`src/include/logic_datapath_pkg.sv`:
```
// shared constants and types of the programmable logic datapath
package logic_datapath_pkg;
  localparam int DATA_W      = 8;
  localparam int CFG_W       = 16;
  localparam int CFG_DEPTH   = 8;
  localparam int QUEUE_DEPTH = 4;
  localparam int SEL_W       = 3;

  // =====================================================
  // configuration word fields
  localparam int F_OP_LSB    = 0;
  localparam int F_SRCA      = 3;
  localparam int F_SRCB_LSB  = 4;
  localparam int F_SHIFT_LSB = 6;
  localparam int F_MASK      = 8;
  localparam int F_DEST_LSB  = 9;
  localparam int F_Q0_LSB    = 11;
  localparam int F_Q1_LSB    = 13;
  localparam int F_LOAD_ACC  = 15;

  typedef enum logic [2:0] {
    OP_INC, OP_DEC, OP_ADD, OP_SUB, OP_AND, OP_OR, OP_XOR, OP_PASS
  } alu_op_type;

  localparam logic [1:0] SH_NONE  = 2'h0;
  localparam logic [1:0] SH_LEFT  = 2'h1;
  localparam logic [1:0] SH_RIGHT = 2'h2;
  localparam logic [1:0] SH_SWAP  = 2'h3;

  localparam logic [1:0] QM_IDLE    = 2'h0;
  localparam logic [1:0] QM_CAP_ACC = 2'h1;
  localparam logic [1:0] QM_CAP_ALU = 2'h2;
  localparam logic [1:0] QM_LOAD    = 2'h3;

  // =====================================================
  // working register selects on the system bus port
  localparam logic [2:0] SEL_ACC0 = 3'h0;
  localparam logic [2:0] SEL_ACC1 = 3'h1;
  localparam logic [2:0] SEL_OPR0 = 3'h2;
  localparam logic [2:0] SEL_OPR1 = 3'h3;
  localparam logic [2:0] SEL_Q0   = 3'h4;
  localparam logic [2:0] SEL_Q1   = 3'h5;

  localparam logic [7:0]  REG_RESET = 8'h00;
  localparam logic [15:0] CFG_RESET = 16'h0000;
  localparam logic [7:0]  OR_MASK_DEFAULT = 8'hf0;
endpackage

```
`src/rtl/byte_queue.sv`:
```
// small valid/ready queue holding datapath bytes
`timescale 1ns/1ps
`default_nettype none
module byte_queue #(
  parameter int WIDTH = 8,
  parameter int DEPTH = 4
) (
  input  wire logic             sys_clk_in,
  input  wire logic             reset_in,
  input  wire logic             ce_in,
  input  wire logic             in_valid_in,
  output logic                  in_ready_out,
  input  wire logic [WIDTH-1:0] in_data_in,
  output logic                  out_valid_out,
  input  wire logic             out_ready_in,
  output logic      [WIDTH-1:0] out_data_out
);
  localparam int AW = (DEPTH > 1) ? $clog2(DEPTH) : 1;

  if (DEPTH < 2 || (DEPTH & (DEPTH - 1)) != 0 || WIDTH < 1) begin : g_bad
    $error("byte_queue depth must be a power of two, at least 2");
  end

  typedef struct packed {
    logic [DEPTH-1:0][WIDTH-1:0] mem;
    logic [AW-1:0]               rd;
    logic [AW-1:0]               wr;
    logic [AW:0]                 count;
  } queue_state_type;

  queue_state_type st;
  queue_state_type next_st;
  logic            push;
  logic            pop;

  assign in_ready_out  = st.count != (AW+1)'(DEPTH);
  assign out_valid_out = st.count != '0;
  assign out_data_out  = st.mem[st.rd];

  always_comb begin
    next_st = st;
    push = ce_in && in_valid_in && in_ready_out;
    pop  = ce_in && out_valid_out && out_ready_in;
    if (push) begin
      next_st.mem[st.wr] = in_data_in;
      next_st.wr = st.wr + 1'b1;
    end
    if (pop) begin
      next_st.rd = st.rd + 1'b1;
    end
    next_st.count = st.count + (AW+1)'(push) - (AW+1)'(pop);
  end

  always_ff @(posedge sys_clk_in or posedge reset_in) begin
    if (reset_in) begin
      st <= '0;
    end else begin
      st <= next_st;
    end
  end

  property p_queue_depth;
    @(posedge sys_clk_in) disable iff (reset_in)
      (st.count <= (AW+1)'(DEPTH)) && (in_ready_out == (st.count < (AW+1)'(DEPTH)));
  endproperty
  a_queue_depth: assert property (p_queue_depth)
    else $error("queue holds more than its depth");
endmodule
`default_nettype wire

```
`src/rtl/config_store.sv`:
```
// eight-word configuration memory, read without latency
`timescale 1ns/1ps
`default_nettype none
module config_store #(
  parameter int WORDS = 8,
  parameter int WIDTH = 16
) (
  input  wire logic                     sys_clk_in,
  input  wire logic                     reset_in,
  input  wire logic                     ce_in,
  input  wire logic                     wr_en_in,
  input  wire logic [$clog2(WORDS)-1:0] wr_addr_in,
  input  wire logic [WIDTH-1:0]         wr_data_in,
  input  wire logic [$clog2(WORDS)-1:0] rd_addr_in,
  output logic      [WIDTH-1:0]         rd_word_out
);
  if (WORDS < 2 || WIDTH != logic_datapath_pkg::CFG_W) begin : g_bad
    $error("config_store needs at least two words of the config width");
  end

  typedef struct packed {
    logic [WORDS-1:0][WIDTH-1:0] mem;
  } cfg_state_type;

  cfg_state_type st;
  cfg_state_type next_st;

  assign rd_word_out = st.mem[rd_addr_in];

  always_comb begin
    next_st = st;
    if (ce_in && wr_en_in) begin
      next_st.mem[wr_addr_in] = wr_data_in;
    end
  end

  always_ff @(posedge sys_clk_in or posedge reset_in) begin
    if (reset_in) begin
      st <= {WORDS{logic_datapath_pkg::CFG_RESET}};
    end else begin
      st <= next_st;
    end
  end

  property p_cfg_write;
    @(posedge sys_clk_in) disable iff (reset_in)
      ce_in && wr_en_in |=> (rd_addr_in == $past(wr_addr_in)) -> (rd_word_out == $past(wr_data_in));
  endproperty
  a_cfg_write: assert property (p_cfg_write)
    else $error("config word not stored");
endmodule
`default_nettype wire

```
`src/rtl/logic_datapath.sv`:
```
// datapath slice: accumulators, operand registers, alu, queues, config memory
// What this block does
// - six working registers reachable by cpu and dma
// - accumulators feed alu, take results, feed compares
// - operand registers feed alu and compares only
// - queues are bus interface, load registers
// - queues capture accumulator or alu output
// - each queue holds four bytes
// - eight sixteen-bit configuration words
// - function may change every clock cycle
// - addressed word selects the active configuration
// - alu: inc dec add sub and or xor pass
// - pass forwards operand unchanged
// - shift, swap, or-mask follow any alu operation
`timescale 1ns/1ps
`default_nettype none
module logic_datapath #(
  parameter logic [7:0] OR_MASK     = logic_datapath_pkg::OR_MASK_DEFAULT,
  parameter int         QUEUE_DEPTH = logic_datapath_pkg::QUEUE_DEPTH
) (
  input  wire logic        sys_clk_in,
  input  wire logic        reset_in,
  input  wire logic        ce_in,
  input  wire logic [2:0]  cfg_addr_in,
  input  wire logic        cfg_wr_en_in,
  input  wire logic [2:0]  cfg_wr_addr_in,
  input  wire logic [15:0] cfg_wr_data_in,
  input  wire logic        bus_wr_en_in,
  input  wire logic        bus_rd_en_in,
  input  wire logic [2:0]  bus_sel_in,
  input  wire logic [7:0]  bus_wdata_in,
  output logic      [7:0]  bus_rdata_out,
  output logic             bus_rvalid_out,
  output logic             bus_err_out,
  output logic      [7:0]  alu_out,
  output logic      [1:0]  cmp_eq_out,
  output logic      [1:0]  cmp_lt_out,
  output logic      [1:0]  q_empty_out,
  output logic      [1:0]  q_full_out,
  output logic             stall_out
);
  localparam int W = logic_datapath_pkg::DATA_W;

  if (QUEUE_DEPTH < 2) begin : g_bad
    $error("logic_datapath needs queues of at least two entries");
  end

  typedef struct packed {
    logic [1:0][W-1:0] acc;
    logic [1:0][W-1:0] opr;
    logic [W-1:0]      rdata;
    logic              rvalid;
    logic              err;
    logic [W-1:0]      alu;
    logic [1:0]        eq;
    logic [1:0]        lt;
    logic [1:0]        q_empty;
    logic [1:0]        q_full;
    logic              stall;
  } dp_state_type;

  dp_state_type st;
  dp_state_type next_st;

  // =====================================================
  // configuration select
  logic [15:0]                    cfg;
  logic_datapath_pkg::alu_op_type op;
  logic [1:0]                     shift_sel;
  logic                           mask_en;
  logic [1:0]                     dest;
  logic                           load_acc;
  logic [1:0][1:0]                qmode;

  config_store #(
    .WORDS (logic_datapath_pkg::CFG_DEPTH),
    .WIDTH (logic_datapath_pkg::CFG_W)
  ) u_cfg (
    .sys_clk_in  (sys_clk_in),
    .reset_in    (reset_in),
    .ce_in       (ce_in),
    .wr_en_in    (cfg_wr_en_in),
    .wr_addr_in  (cfg_wr_addr_in),
    .wr_data_in  (cfg_wr_data_in),
    .rd_addr_in  (cfg_addr_in),
    .rd_word_out (cfg)
  );

  // the addressed word steers this very cycle's operation
  assign op        = logic_datapath_pkg::alu_op_type'(cfg[logic_datapath_pkg::F_OP_LSB +: 3]);
  assign shift_sel = cfg[logic_datapath_pkg::F_SHIFT_LSB +: 2];
  assign mask_en   = cfg[logic_datapath_pkg::F_MASK];
  assign dest      = cfg[logic_datapath_pkg::F_DEST_LSB +: 2];
  assign load_acc  = cfg[logic_datapath_pkg::F_LOAD_ACC];
  assign qmode[0]  = cfg[logic_datapath_pkg::F_Q0_LSB +: 2];
  assign qmode[1]  = cfg[logic_datapath_pkg::F_Q1_LSB +: 2];

  // =====================================================
  // operands and alu
  function automatic logic [W-1:0] pick_src(input logic [1:0] sel,
                                            input logic [1:0][W-1:0] acc,
                                            input logic [1:0][W-1:0] opr);
    pick_src = sel[1] ? acc[sel[0]] : opr[sel[0]];
  endfunction

  logic [W-1:0] a_val;
  logic [W-1:0] b_val;
  logic [W-1:0] add_ref;
  logic [W-1:0] alu_raw;
  logic [W-1:0] shifted;
  logic [W-1:0] result;

  assign a_val   = pick_src({1'b1, cfg[logic_datapath_pkg::F_SRCA]}, st.acc, st.opr);
  assign b_val   = pick_src(cfg[logic_datapath_pkg::F_SRCB_LSB +: 2], st.acc, st.opr);
  assign add_ref = W'(a_val + b_val);

  always_comb begin
    case (op)
      logic_datapath_pkg::OP_INC:  alu_raw = W'(a_val + 1'b1);
      logic_datapath_pkg::OP_DEC:  alu_raw = W'(a_val - 1'b1);
      logic_datapath_pkg::OP_ADD:  alu_raw = W'(a_val + b_val);
      logic_datapath_pkg::OP_SUB:  alu_raw = W'(a_val - b_val);
      logic_datapath_pkg::OP_AND:  alu_raw = a_val & b_val;
      logic_datapath_pkg::OP_OR:   alu_raw = a_val | b_val;
      logic_datapath_pkg::OP_XOR:  alu_raw = a_val ^ b_val;
      logic_datapath_pkg::OP_PASS: alu_raw = a_val;
      default:                     alu_raw = a_val;
    endcase
    case (shift_sel)
      logic_datapath_pkg::SH_LEFT:  shifted = {alu_raw[W-2:0], 1'b0};
      logic_datapath_pkg::SH_RIGHT: shifted = {1'b0, alu_raw[W-1:1]};
      logic_datapath_pkg::SH_SWAP:  shifted = {alu_raw[3:0], alu_raw[7:4]};
      default:                      shifted = alu_raw;
    endcase
    result = mask_en ? (shifted | OR_MASK) : shifted;
  end

  // =====================================================
  // queues and their arbitration
  logic [1:0]        q_in_valid;
  logic [1:0]        q_in_ready;
  logic [1:0][W-1:0] q_in_data;
  logic [1:0]        q_out_valid;
  logic [1:0]        q_out_ready;
  logic [1:0][W-1:0] q_out_data;
  logic [1:0]        want_push;
  logic [1:0]        want_pop;
  logic [1:0]        dp_push;
  logic [1:0]        dp_pop;
  logic [1:0]        bus_push;
  logic [1:0]        bus_pop;
  logic [1:0]        bus_refused;
  logic              stall;

  always_comb begin
    stall = 1'b0;
    for (int i = 0; i < 2; i++) begin
      want_push[i] = qmode[i] == logic_datapath_pkg::QM_CAP_ACC
                  || qmode[i] == logic_datapath_pkg::QM_CAP_ALU;
      want_pop[i]  = qmode[i] == logic_datapath_pkg::QM_LOAD;
      // a full queue in a capture mode or an empty queue in load mode holds back the alu, the registers and both queues' datapath side; bus accesses go on
      stall = stall | (want_push[i] & ~q_in_ready[i]) | (want_pop[i] & ~q_out_valid[i]);
    end
    for (int i = 0; i < 2; i++) begin
      logic hit;
      hit = bus_sel_in == (logic_datapath_pkg::SEL_Q0 + 3'(i));
      dp_push[i] = ce_in & want_push[i] & ~stall;
      dp_pop[i]  = ce_in & want_pop[i] & ~stall;
      // the datapath owns a queue side it uses; bus access there is refused
      bus_push[i] = ce_in & bus_wr_en_in & hit & ~want_push[i] & q_in_ready[i];
      bus_pop[i]  = ce_in & bus_rd_en_in & hit & ~want_pop[i] & q_out_valid[i];
      bus_refused[i] = hit & ((bus_wr_en_in & ~bus_push[i]) | (bus_rd_en_in & ~bus_pop[i]));
      q_in_valid[i]  = dp_push[i] | bus_push[i];
      q_in_data[i]   = !dp_push[i] ? bus_wdata_in
                     : (qmode[i] == logic_datapath_pkg::QM_CAP_ACC) ? st.acc[i] : result;
      q_out_ready[i] = dp_pop[i] | bus_pop[i];
    end
  end

  for (genvar g = 0; g < 2; g++) begin : g_queue
    byte_queue #(
      .WIDTH (W),
      .DEPTH (QUEUE_DEPTH)
    ) u_queue (
      .sys_clk_in    (sys_clk_in),
      .reset_in      (reset_in),
      .ce_in         (ce_in),
      .in_valid_in   (q_in_valid[g]),
      .in_ready_out  (q_in_ready[g]),
      .in_data_in    (q_in_data[g]),
      .out_valid_out (q_out_valid[g]),
      .out_ready_in  (q_out_ready[g]),
      .out_data_out  (q_out_data[g])
    );
  end

  // =====================================================
  // register update
  always_comb begin
    next_st = st;
    if (ce_in) begin
      next_st.stall = stall;
      if (!stall) begin
        next_st.alu = result;
        for (int i = 0; i < 2; i++) begin
          if (dest[i]) begin
            next_st.acc[i] = result;
          end
          if (dp_pop[i] && load_acc) begin
            next_st.acc[i] = q_out_data[i];
          end
          if (dp_pop[i] && !load_acc) begin
            next_st.opr[i] = q_out_data[i];
          end
        end
      end
      // cpu or dma write wins over the datapath in the same cycle
      if (bus_wr_en_in) begin
        case (bus_sel_in)
          logic_datapath_pkg::SEL_ACC0: next_st.acc[0] = bus_wdata_in;
          logic_datapath_pkg::SEL_ACC1: next_st.acc[1] = bus_wdata_in;
          logic_datapath_pkg::SEL_OPR0: next_st.opr[0] = bus_wdata_in;
          logic_datapath_pkg::SEL_OPR1: next_st.opr[1] = bus_wdata_in;
          default: ;
        endcase
      end
      next_st.rdata = '0;
      case (bus_sel_in)
        logic_datapath_pkg::SEL_ACC0: next_st.rdata = st.acc[0];
        logic_datapath_pkg::SEL_ACC1: next_st.rdata = st.acc[1];
        logic_datapath_pkg::SEL_OPR0: next_st.rdata = st.opr[0];
        logic_datapath_pkg::SEL_OPR1: next_st.rdata = st.opr[1];
        logic_datapath_pkg::SEL_Q0:   next_st.rdata = q_out_data[0];
        logic_datapath_pkg::SEL_Q1:   next_st.rdata = q_out_data[1];
        default:                      next_st.rdata = '0;
      endcase
      next_st.err = (|bus_refused) | ((bus_wr_en_in | bus_rd_en_in) & (bus_sel_in > 3'h5));
      next_st.rvalid = bus_rd_en_in & ~next_st.err;
      if (!bus_rd_en_in) begin
        next_st.rdata = '0;
      end
      for (int i = 0; i < 2; i++) begin
        next_st.eq[i]      = st.acc[i] == st.opr[i];
        next_st.lt[i]      = st.acc[i] < st.opr[i];
        next_st.q_empty[i] = ~q_out_valid[i];
        next_st.q_full[i]  = ~q_in_ready[i];
      end
    end
  end

  always_ff @(posedge sys_clk_in or posedge reset_in) begin
    if (reset_in) begin
      st         <= '0;
      st.acc     <= {2{logic_datapath_pkg::REG_RESET}};
      st.opr     <= {2{logic_datapath_pkg::REG_RESET}};
      st.q_empty <= 2'h3;
    end else begin
      st <= next_st;
    end
  end

  assign bus_rdata_out  = st.rdata;
  assign bus_rvalid_out = st.rvalid;
  assign bus_err_out    = st.err;
  assign alu_out        = st.alu;
  assign cmp_eq_out     = st.eq;
  assign cmp_lt_out     = st.lt;
  assign q_empty_out    = st.q_empty;
  assign q_full_out     = st.q_full;
  assign stall_out      = st.stall;

  // =====================================================
  // checks
  logic go;
  assign go = ce_in && !stall;

  property p_alu_add;
    @(posedge sys_clk_in) disable iff (reset_in)
      go && op == logic_datapath_pkg::OP_ADD && shift_sel == 2'h0 && !mask_en
        |=> alu_out == $past(add_ref);
  endproperty
  a_alu_add: assert property (p_alu_add)
    else $error("add result wrong");

  property p_pass;
    @(posedge sys_clk_in) disable iff (reset_in)
      go && op == logic_datapath_pkg::OP_PASS && shift_sel == 2'h0 && !mask_en
        |=> alu_out == $past(a_val);
  endproperty
  a_pass: assert property (p_pass)
    else $error("pass changed the operand");

  property p_swap_mask;
    @(posedge sys_clk_in) disable iff (reset_in)
      go && op == logic_datapath_pkg::OP_PASS && shift_sel == 2'h3 && mask_en
        |=> alu_out == ({$past(a_val[3:0]), $past(a_val[7:4])} | OR_MASK);
  endproperty
  a_swap_mask: assert property (p_swap_mask)
    else $error("swap with mask wrong");

  property p_acc_dest;
    @(posedge sys_clk_in) disable iff (reset_in)
      go && dest[0] && !dp_pop[0] && !(bus_wr_en_in && bus_sel_in == 3'h0)
        |=> st.acc[0] == alu_out;
  endproperty
  a_acc_dest: assert property (p_acc_dest)
    else $error("accumulator did not take result");

  property p_opr_source_only;
    @(posedge sys_clk_in) disable iff (reset_in)
      !(bus_wr_en_in && bus_sel_in == 3'h2) && !(dp_pop[0] && !load_acc)
        |=> $stable(st.opr[0]);
  endproperty
  a_opr_source_only: assert property (p_opr_source_only)
    else $error("operand register took alu data");

  property p_queue_load;
    @(posedge sys_clk_in) disable iff (reset_in)
      dp_pop[1] && !load_acc && !(bus_wr_en_in && bus_sel_in == 3'h3)
        |=> st.opr[1] == $past(q_out_data[1]);
  endproperty
  a_queue_load: assert property (p_queue_load)
    else $error("queue load missed");

  property p_capture_alu;
    @(posedge sys_clk_in) disable iff (reset_in)
      dp_push[0] && qmode[0] == 2'h2 |-> q_in_valid[0] && q_in_data[0] == result;
  endproperty
  a_capture_alu: assert property (p_capture_alu)
    else $error("queue did not capture alu output");

  property p_stall_freeze;
    @(posedge sys_clk_in) disable iff (reset_in)
      ce_in && stall && !bus_wr_en_in |=> $stable(st.acc) ##0 stall_out;
  endproperty
  a_stall_freeze: assert property (p_stall_freeze)
    else $error("accumulators moved during stall");
endmodule
`default_nettype wire

```
`config.mk`:
```
export PLATFORM = sky130hd
export DESIGN_NAME = logic_datapath
export DESIGN_NICKNAME = d
export VERILOG_FILES = /design/src/include/logic_datapath_pkg.sv /design/src/rtl/byte_queue.sv /design/src/rtl/config_store.sv /design/src/rtl/logic_datapath.sv
export SDC_FILE = /design/constraint.sdc
export NUM_CORES = 1
export LEC_CHECK = 0
export BUFFER_PORTS_ARGS = -buffer_cell sky130_fd_sc_hd__buf_2
export CORE_ASPECT_RATIO = 0.9
export CORE_UTILIZATION = 55
export DETAILED_ROUTE_END_ITERATION = 12
export PLACE_DENSITY_LB_ADDON = 0.25
export SETUP_SLACK_MARGIN = 0.4
export SKIP_CTS_REPAIR_TIMING = 1
export SLEW_MARGIN = 10
export SYNTH_ARGS = -nofsm -noshare
export SYNTH_HDL_FRONTEND = slang
export SYNTH_SLANG_ARGS = --single-unit
```
`constraint.sdc`:
```
create_clock -name sys_clk_in -period 10.2 [get_ports sys_clk_in]
set_input_delay 1.02 -clock sys_clk_in [delete_from_list [all_inputs] [get_ports sys_clk_in]]
set_output_delay 1.02 -clock sys_clk_in [all_outputs]
set_load 0.05 [all_outputs]
```
==> summary.md, run 1 <==
| Metric | Value |
|---|---|
| Met3 WL | `3.89 mm` |
| Pint | `3.07 mW` |
| Hpwl dp | `29.9 mm` |
| Hold Path Class | `flip-flop to flip-flop` |
| Sw Share | `0.427` |
| Clk network pwr share | `0.203` |
| Gr usage total | `0.298` |
| Num CTS Buffers | `28` |
| P&R area growth vs syn | `8.80%` |
| Max-cap violations | `0` |
| Slew margin rel. | `0.180` |
| NumNets Final | `1,566` |
| Highest routed metal layer | `met4` |
| Row count | `58` |
| Status | `complete, no violations` |
| Post-synth EDFFs | `0` |
| Gate Count Post-Synth | `1,454` |
| Pwr dens | `312 nW/um2` |
| Met1 Wirelength | `18.8 mm` |
| Die Span Y | `163 um` |
| Grt total ovfl | `0` |
| Commonest non-fill, non-tap cell in the layout | `dfrtp_1` |
| # DRC | `0` |
| Sequential fraction of design power | `0.330` |
| Slew @ Worst Pin | `1.20 ns` |
| Via count | `11,900` |
| Post-route total power | `5.36 mW` |
| First-pass GRT wire length | `68.0 mm` |
| Worst setup SP type | `input pin` |
| Yosys top cell by area | `dfrtp_1` |
| I/O Buffers | `65` |
| Seq. cell area | `6630 um2` |
| Worst EP arrival | `7.05 ns` |
| Die area | `29,400 um2` |
| Ys Warns | `0` |
| Vias in the first global route | `11,700` |
| #FFs+latches synth | `265` |
| Initial Util | `0.562` |
| Drt pass-1 iters | `8` |
| Final hold vios | `0` |
| Number of routed nets with antenna violations | `0` |
| Root Buffer | `clkbuf_16` |
| Netlist cell types | `91` |
| Minimum clock period | `6.62 ns` |
| Maximum clock frequency | `0.151 GHz` |
| Top post-synthesis cells by area | `dfrtp_1, mux2_2, mux4_2` |
| Sequential area share after synthesis | `0.420` |
| CTS HTree Levels | `1` |
| Die extent in x | `181 um` |
| Mean Syn Cell Area | `10.9 um2` |
| Asr flop ratio synth | `1.00` |
| Clk_skew | `0.0212 ns` |
| Final slew viol count | `0` |
| Setup violators final | `0` |
| GP Congestion | `0.946` |
| Post-synth top flop | `dfrtp_1` |
| Fill cells | `2,315` |
| Post-route clock period utilization | `0.649` |
| Reg clk slew, reported paths | `0.06 ns` |
| Clk sink count | `265` |
| Ports | `66` |
| Mapped Area | `15,800 um2` |
| Largest net degree at the start of global routing | `135` |
| Clk buf depth | `3` |
| WP data required | `10.64 ns` |
| Top cell type's share of synthesized area | `0.417` |
| Core region area | `28,100 um2` |
| Internal reg-to-reg setup slack | `4.38 ns` |
| RSZ-0062 raised after global routing | `no` |
| Met2 wire length | `19.3 mm` |
| Wire length per cell | `23.3 um` |
| Clock latency on the worst-skew pair | `0.57 ns` |
| Antenna cells | `0` |
| CTS tree | `built` |
| DR iter-0 viols | `1,403` |
| Final setup TNS | `0 ns` |
| Detailed-route wire length | `43.1 mm` |
| Initial antenna violation count | `0` |
| LEAKAGE | `7.51 nW` |
| Combinational Power Share | `0.467` |
| Share of layout cells above drive strength 1 | `0.264` |
| Most frequent cells in the layout | `dfrtp_1, mux2_2, nand2_1` |
| Crit. End Element | `flip-flop` |
| Crit Path Category | `input pin to flip-flop` |
| Vias/cell | `6.46` |
| Area of the multi-input gates | `8350 um2` |
| Worst Path Max Fanout | `33` |
| Switching pwr | `2.29 mW` |
| Maximum VDD drop | `186 uV` |
| Syn nets | `1,550` |
[Yosys cell counts (11+ instances only)]
| master | instances |
|---|---|
| clkbuf_1 | 41 |
| and2_1 | 12 |
| buf_1 | 16 |
| nor2_1 | 92 |
| xnor2_1 | 11 |
| nand2_1 | 114 |
| buf_4 | 28 |
| nand3_1 | 27 |
| ha_1 | 54 |
| o21ai_0 | 84 |
| nand2b_1 | 13 |
| a31oi_1 | 18 |
| mux2i_1 | 34 |
| o22ai_1 | 29 |
| o31ai_1 | 23 |
| inv_1 | 81 |
| mux2_2 | 179 |
| mux4_2 | 52 |
| a21oi_1 | 77 |
| nor3_1 | 20 |
| dfrtp_1 | 263 |
[per-stage QoR]
stage               utilization  cells  hold slack [ns]  setup slack (ns)  area, um2
floorplan                     -   1454            0.443              1.89      15800
global placement          0.576   1800            0.455              3.10      16200
detailed placement        0.576   1800            0.461              3.01      16200
CTS                       0.611   1850            0.476              3.60      17200
global route              0.611   1850            0.507              3.17      17200
finish                    0.611   1850            0.472              3.58      17200
[cell type report]
class	instances	area share
well taps	360	0.0262
repair buffers	79	0.0251
flip-flops and latches	265	0.386
inverters	82	0.0184
multi-input cells	1014	0.486
clock inverters	11	0.00955
clock buffers	39	0.0479
[worst max-delay path, stage by stage]
cell	delay, ns
buf_2	0.07
buf_4	0.48
mux4_1	0.68
mux2i_4	0.64
mux4_2	0.65
inv_1	0.08
ha_1	0.22
nor3_1	0.18
nor2_1	0.07
nor2_1	0.18
ha_1	0.26
nor2b_1	0.14
o31a_1	0.26
o31a_1	0.28
o21a_1	0.18
or3_1	0.35
nand2_1	0.21
and4_4	0.26
o211ai_4	0.13
a2111oi_4	0.54
o31ai_1	0.14
[power by group through the flow]
stage | Combinational (mW) | Sequential (mW) | Clock (mW)
after global routing | 2.71 | 1.81 | 1.14
after CTS | 2.45 | 1.76 | 1.10
after detailed placement | 2.43 | 1.77 | 0
after global placement | 2.39 | 1.76 | 0
final | 2.50 | 1.77 | 1.09
after floorplan | 1.93 | 1.61 | 0
[state kept, by name (all words and copies together) (netlist names)]
register / cells
cmp_eq_out: 2
q_full_out: 2
alu_out: 8
g_queue.u_queue.st: 78
bus_err_out: 1
stall_out: 1
st: 32
cmp_lt_out: 2
u_cfg.st: 128
bus_rvalid_out: 1
bus_rdata_out: 8
q_empty_out: 2
[routing by layer]
layer | track usage | vias to the layer above
li1 | - | 5354
met5 | 0 | -
met4 | 0.0750 | 0
met3 | 0.0619 | 95
met2 | 0.457 | 543
met1 | 0.432 | 5953
[kinds of logic after synthesis]
kind of cell,Yosys count,synth area share
compound gates,341,0.147
simple gates,332,0.0970
mux,270,0.231
flops,265,0.420
buf+inv,175,0.0503
fa+ha+maj,57,0.0466
xor+xnor,14,0.00777
[path summary, 6_finish.rpt]
check,from,cells after the start,to
setup / recovery,cfg_addr_in[0],21,g_queue[0].u_queue.st[10]
hold / removal,alu_out[2],2,alu_out[2]
setup reg to reg,u_cfg.st[84],19,g_queue[0].u_queue.st[10]
hold reg to reg,alu_out[2],2,alu_out[2]
max in group asynchronous,reset_in,3,g_queue[0].u_queue.st[15]
min in group asynchronous,reset_in,2,u_cfg.st[18]
Power figures use the tool's default switching activity.
==> run 2, diff against run 1 <==
--- a/config.mk
+++ b/config.mk
@@ -5,6 +5,7 @@
 export SDC_FILE = /design/constraint.sdc
 export NUM_CORES = 1
 export LEC_CHECK = 0
+export ABC_AREA = 1
 export BUFFER_PORTS_ARGS = -buffer_cell sky130_fd_sc_hd__buf_2
 export CORE_ASPECT_RATIO = 0.9
 export CORE_UTILIZATION = 55
==> constraint.sdc (replaced) <==
create_clock -name sys_clk_in -period 6.66 [get_ports sys_clk_in]
set_input_delay 0.666 -clock sys_clk_in [delete_from_list [all_inputs] [get_ports sys_clk_in]]
set_output_delay 0.666 -clock sys_clk_in [all_outputs]
set_load 0.05 [all_outputs]
==> summary.md, run 2 <==
| Metric | Value |
|---|---|
| Status | `complete, no violations` |
| Top cell type's share of synthesized area | `0.424 (+0.00707)` |
| Initial Util | `0.566 (+0.00473)` |
| Core region area | `27,400 um2 (-2.5%)` |
| Post-route clock period utilization | `0.788` |
| # DRC | `0 (unchanged)` |
| Post-DP Area | `15,800 um2 (-2.1%)` |
| Die area | `28,900 um2 (-1.6%)` |
| Netlist cell types | `52 (-43%)` |
| Largest net degree at the start of global routing | `171 (+27%)` |
| Sequential area share after synthesis | `0.428 (+0.00712)` |
| NumNets Final | `2,181 (+39%)` |
| Maximum VDD drop | `265 uV (+43%)` |
| CP max stage cell | `nand2_1` |
| Worst setup SP type | `input pin` |
| Worst r2r src | `u_cfg.st[52]` |
| Design area | `16,800 um2 (-2.1%)` |
| Critical Path Max Stage Delay | `0.55 ns (-0.13 ns)` |
| Final setup TNS | `0 ns (unchanged)` |
| Minimum clock period | `5.25 ns` |
| Post-synth EDFFs | `0 (unchanged)` |
| Reg2reg end | `st[52]` |
| Internal reg-to-reg setup slack | `1.67 ns (-2.71 ns)` |
| Crit. End Element | `flip-flop` |
| Clk sink count | `265 (unchanged)` |
| Maximum clock frequency | `0.191 GHz` |
| Ys Warns | `0 (unchanged)` |
| Max-cap violations | `0 (unchanged)` |
| Crit Path Category | `input pin to flip-flop` |
| Detailed-route wire length | `47.3 mm (+9.8%)` |
| Gate Count Post-Synth | `2,083 (+43%)` |
| Post-synth top flop | `dfrtp_1` |
| Hold Path Class | `input pin to async pin` |
| Asr flop ratio synth | `1.00 (unchanged)` |
| Yosys top cell by area | `dfrtp_1` |
| Worst Path Max Fanout | `36 (+9.1%)` |
| Reg2reg path depth | `33 (+14)` |
| Reg clk slew, reported paths | `0.06 ns (about the same)` |
| Share of layout cells above drive strength 1 | `0.0940 (-0.170)` |
| Count leader, synth | `nand2_1` |
| Clock latency on the worst-skew pair | `0.58 ns (about the same)` |
| CTS HTree Levels | `1 (unchanged)` |
| First-pass GRT wire length | `75.1 mm (+10%)` |
| Num CTS Buffers | `28 (unchanged)` |
| Placed insts | `2,409 (+34%)` |
| Die extent in x | `179 um (-0.83%)` |
| Clk buf depth | `3 (unchanged)` |
| I/O Buffers | `65 (unchanged)` |
| #FFs+latches synth | `265 (unchanged)` |
| Die Span Y | `161 um (-0.83%)` |
| Buffers and inverters on the worst path | `4 (+1)` |
| Slew @ Worst Pin | `1.21 ns (+0.0157 ns)` |
| Vias/cell | `5.90 (-8.7%)` |
| WP depth | `34 (+62%)` |
| Antenna cells | `0 (unchanged)` |
| Initial antenna violation count | `0 (unchanged)` |
| Fill cells | `2,485 (+7.3%)` |
| Largest register FFs | `128 (unchanged)` |
| Grt total ovfl | `0 (unchanged)` |
| Post-route total power | `7.20 mW (+34%)` |
| Non-Filler Instances | `2,461 (+33%)` |
| Pwr dens | `429 nW/um2 (+37%)` |
| Most frequent cells in the layout | `nand2_1, o21ai_0, dfrtp_1` |
| Worst EP arrival | `5.70 ns (-1.35 ns)` |
| Via count | `14,500 (+21%)` |
| Ports | `66 (unchanged)` |
| Root Buffer | `clkbuf_16` |
| Mean Syn Cell Area | `7.45 um2 (-31%)` |
| Largest register by flop count | `u_cfg.st` |
| Slew margin rel. | `0.190 (+0.0104)` |
| Wire length per cell | `19.2 um (-17%)` |
| Gr usage total | `0.336 (+0.0379)` |
| Commonest non-fill, non-tap cell in the layout | `nand2_1` |
| Post-synth top cells | `nand2_1, o21ai_0, dfrtp_1` |
| Setup violators final | `0 (unchanged)` |
| Final slew viol count | `0 (unchanged)` |
| RSZ-0062 raised after global routing | `no` |
| Final hold vios | `0 (unchanged)` |
| LEAKAGE | `8.49 nW (+13%)` |
| Row count | `57 (-1.7%)` |
| Vias in the first global route | `13,500 (+15%)` |
| WP data required | `7.11 ns (-3.53 ns)` |
| DR iter-0 viols | `2,001 (+43%)` |
| Hpwl dp | `32.8 mm (+9.7%)` |
| Most used cell, CP | `nand2_1` |
| Syn nets | `2,179 (+41%)` |
| Largest regs | `u_cfg.st x128, g_queue.u_queue.st x78, st x32` |
| Cell family with most CP delay | `simple AND/OR/NAND/NOR gates` |
| P&R area growth vs syn | `8.31%` |
| Mapped Area | `15,500 um2 (-1.7%)` |
| Final core utilization | `0.614 (+0.00233)` |
| Drt pass-1 iters | `5 (-3)` |
| GP Congestion | `0.994 (+5.0%)` |
| Clk_skew | `0.0149 ns (-0.00632 ns)` |
| CTS tree | `built` |
| Number of routed nets with antenna violations | `0 (unchanged)` |
| Top post-synthesis cells by area | `dfrtp_1, nand2_1, o21ai_0` |
## run 2: cell count changes in the layout (fill, tap and decap cells not counted), sizes merged, moves of 13 or more
cell,previous run,this run
mux2i,35,0
nand2b,13,0
nor3,20,2
mux4,55,0
o31ai,23,1
a21oi,78,97
nand2,116,649
o21ai,95,338
nor2,92,153
mux2,180,0
o22ai,30,56
nand3,27,65
inv,83,196
## run 2: worst max path at each step
| stage | startpoint | end | slack, ns |
|---|---|---|---|
| final | cfg_addr_in[0] | st[52] | 1.41 |
| after global routing | cfg_addr_in[0] | g_queue[0].u_queue.st[27] | 0.79 |
| after CTS | cfg_addr_in[0] | g_queue[0].u_queue.st[8] | 1.52 |
| after detailed placement | cfg_addr_in[0] | g_queue[1].u_queue.st[14] | 0.94 |
| after global placement | cfg_addr_in[0] | g_queue[0].u_queue.st[12] | 1.08 |
| after floorplan | cfg_addr_in[0] | g_queue[0].u_queue.st[2] | 2.06 |
## run 2: area by class of cell
| type | count | area [um2] | share of cell area |
|---|---|---|---|
| timing repair buffer | 79 | 443 | 0.0264 |
| multi-input combinational | 1510 | 7560 | 0.450 |
| clock inverter | 8 | 123 | 0.00730 |
| sequential | 265 | 6630 | 0.395 |
| clock buffer | 44 | 841 | 0.0500 |
| inverter | 201 | 761 | 0.0453 |
| tap | 354 | 443 | 0.0264 |
## run 2: power by group
group	switching (mW)	internal (mW)
combinational	2.09	0.916
clock	0.677	0.947
sequential	0.452	2.12
total	3.22	3.98
## run 2: stage by stage
stage | hold slack (ns) | setup WS, ns
global route | 0.125 | 0.787
finish | 0.0967 | 1.41
CTS | 0.103 | 1.52
global placement | 0.457 | 1.08
detailed placement | 0.460 | 0.936
floorplan | 0.444 | 2.06
## run 2: worst reg2reg max path, delay by kind of cell (launching register included)
kind	cells	cell delay, ns
buf+inv	3	0.23
fa+ha+maj	2	0.52
xor+xnor	1	0.15
compound gates	6	0.98
simple gates	21	2.61
flops	1	0.38
## run 2: logic make-up after synthesis
family,synth area share
DFF,0.428
AOI/OAI and AO/OA,0.205
adders and majority gates,0.0474
xor gates and xnor gates,0.00790
buffers and inverters,0.0852
and+or+nand+nor,0.226
## run 2: layer usage
layer	part of all wire	up-vias	global-route usage
met5	0	-	0
met4	0.031	0	0.0978
met3	0.11	123	0.0878
met2	0.42	715	0.478
met1	0.44	6819	0.498
li1	-	6856	-
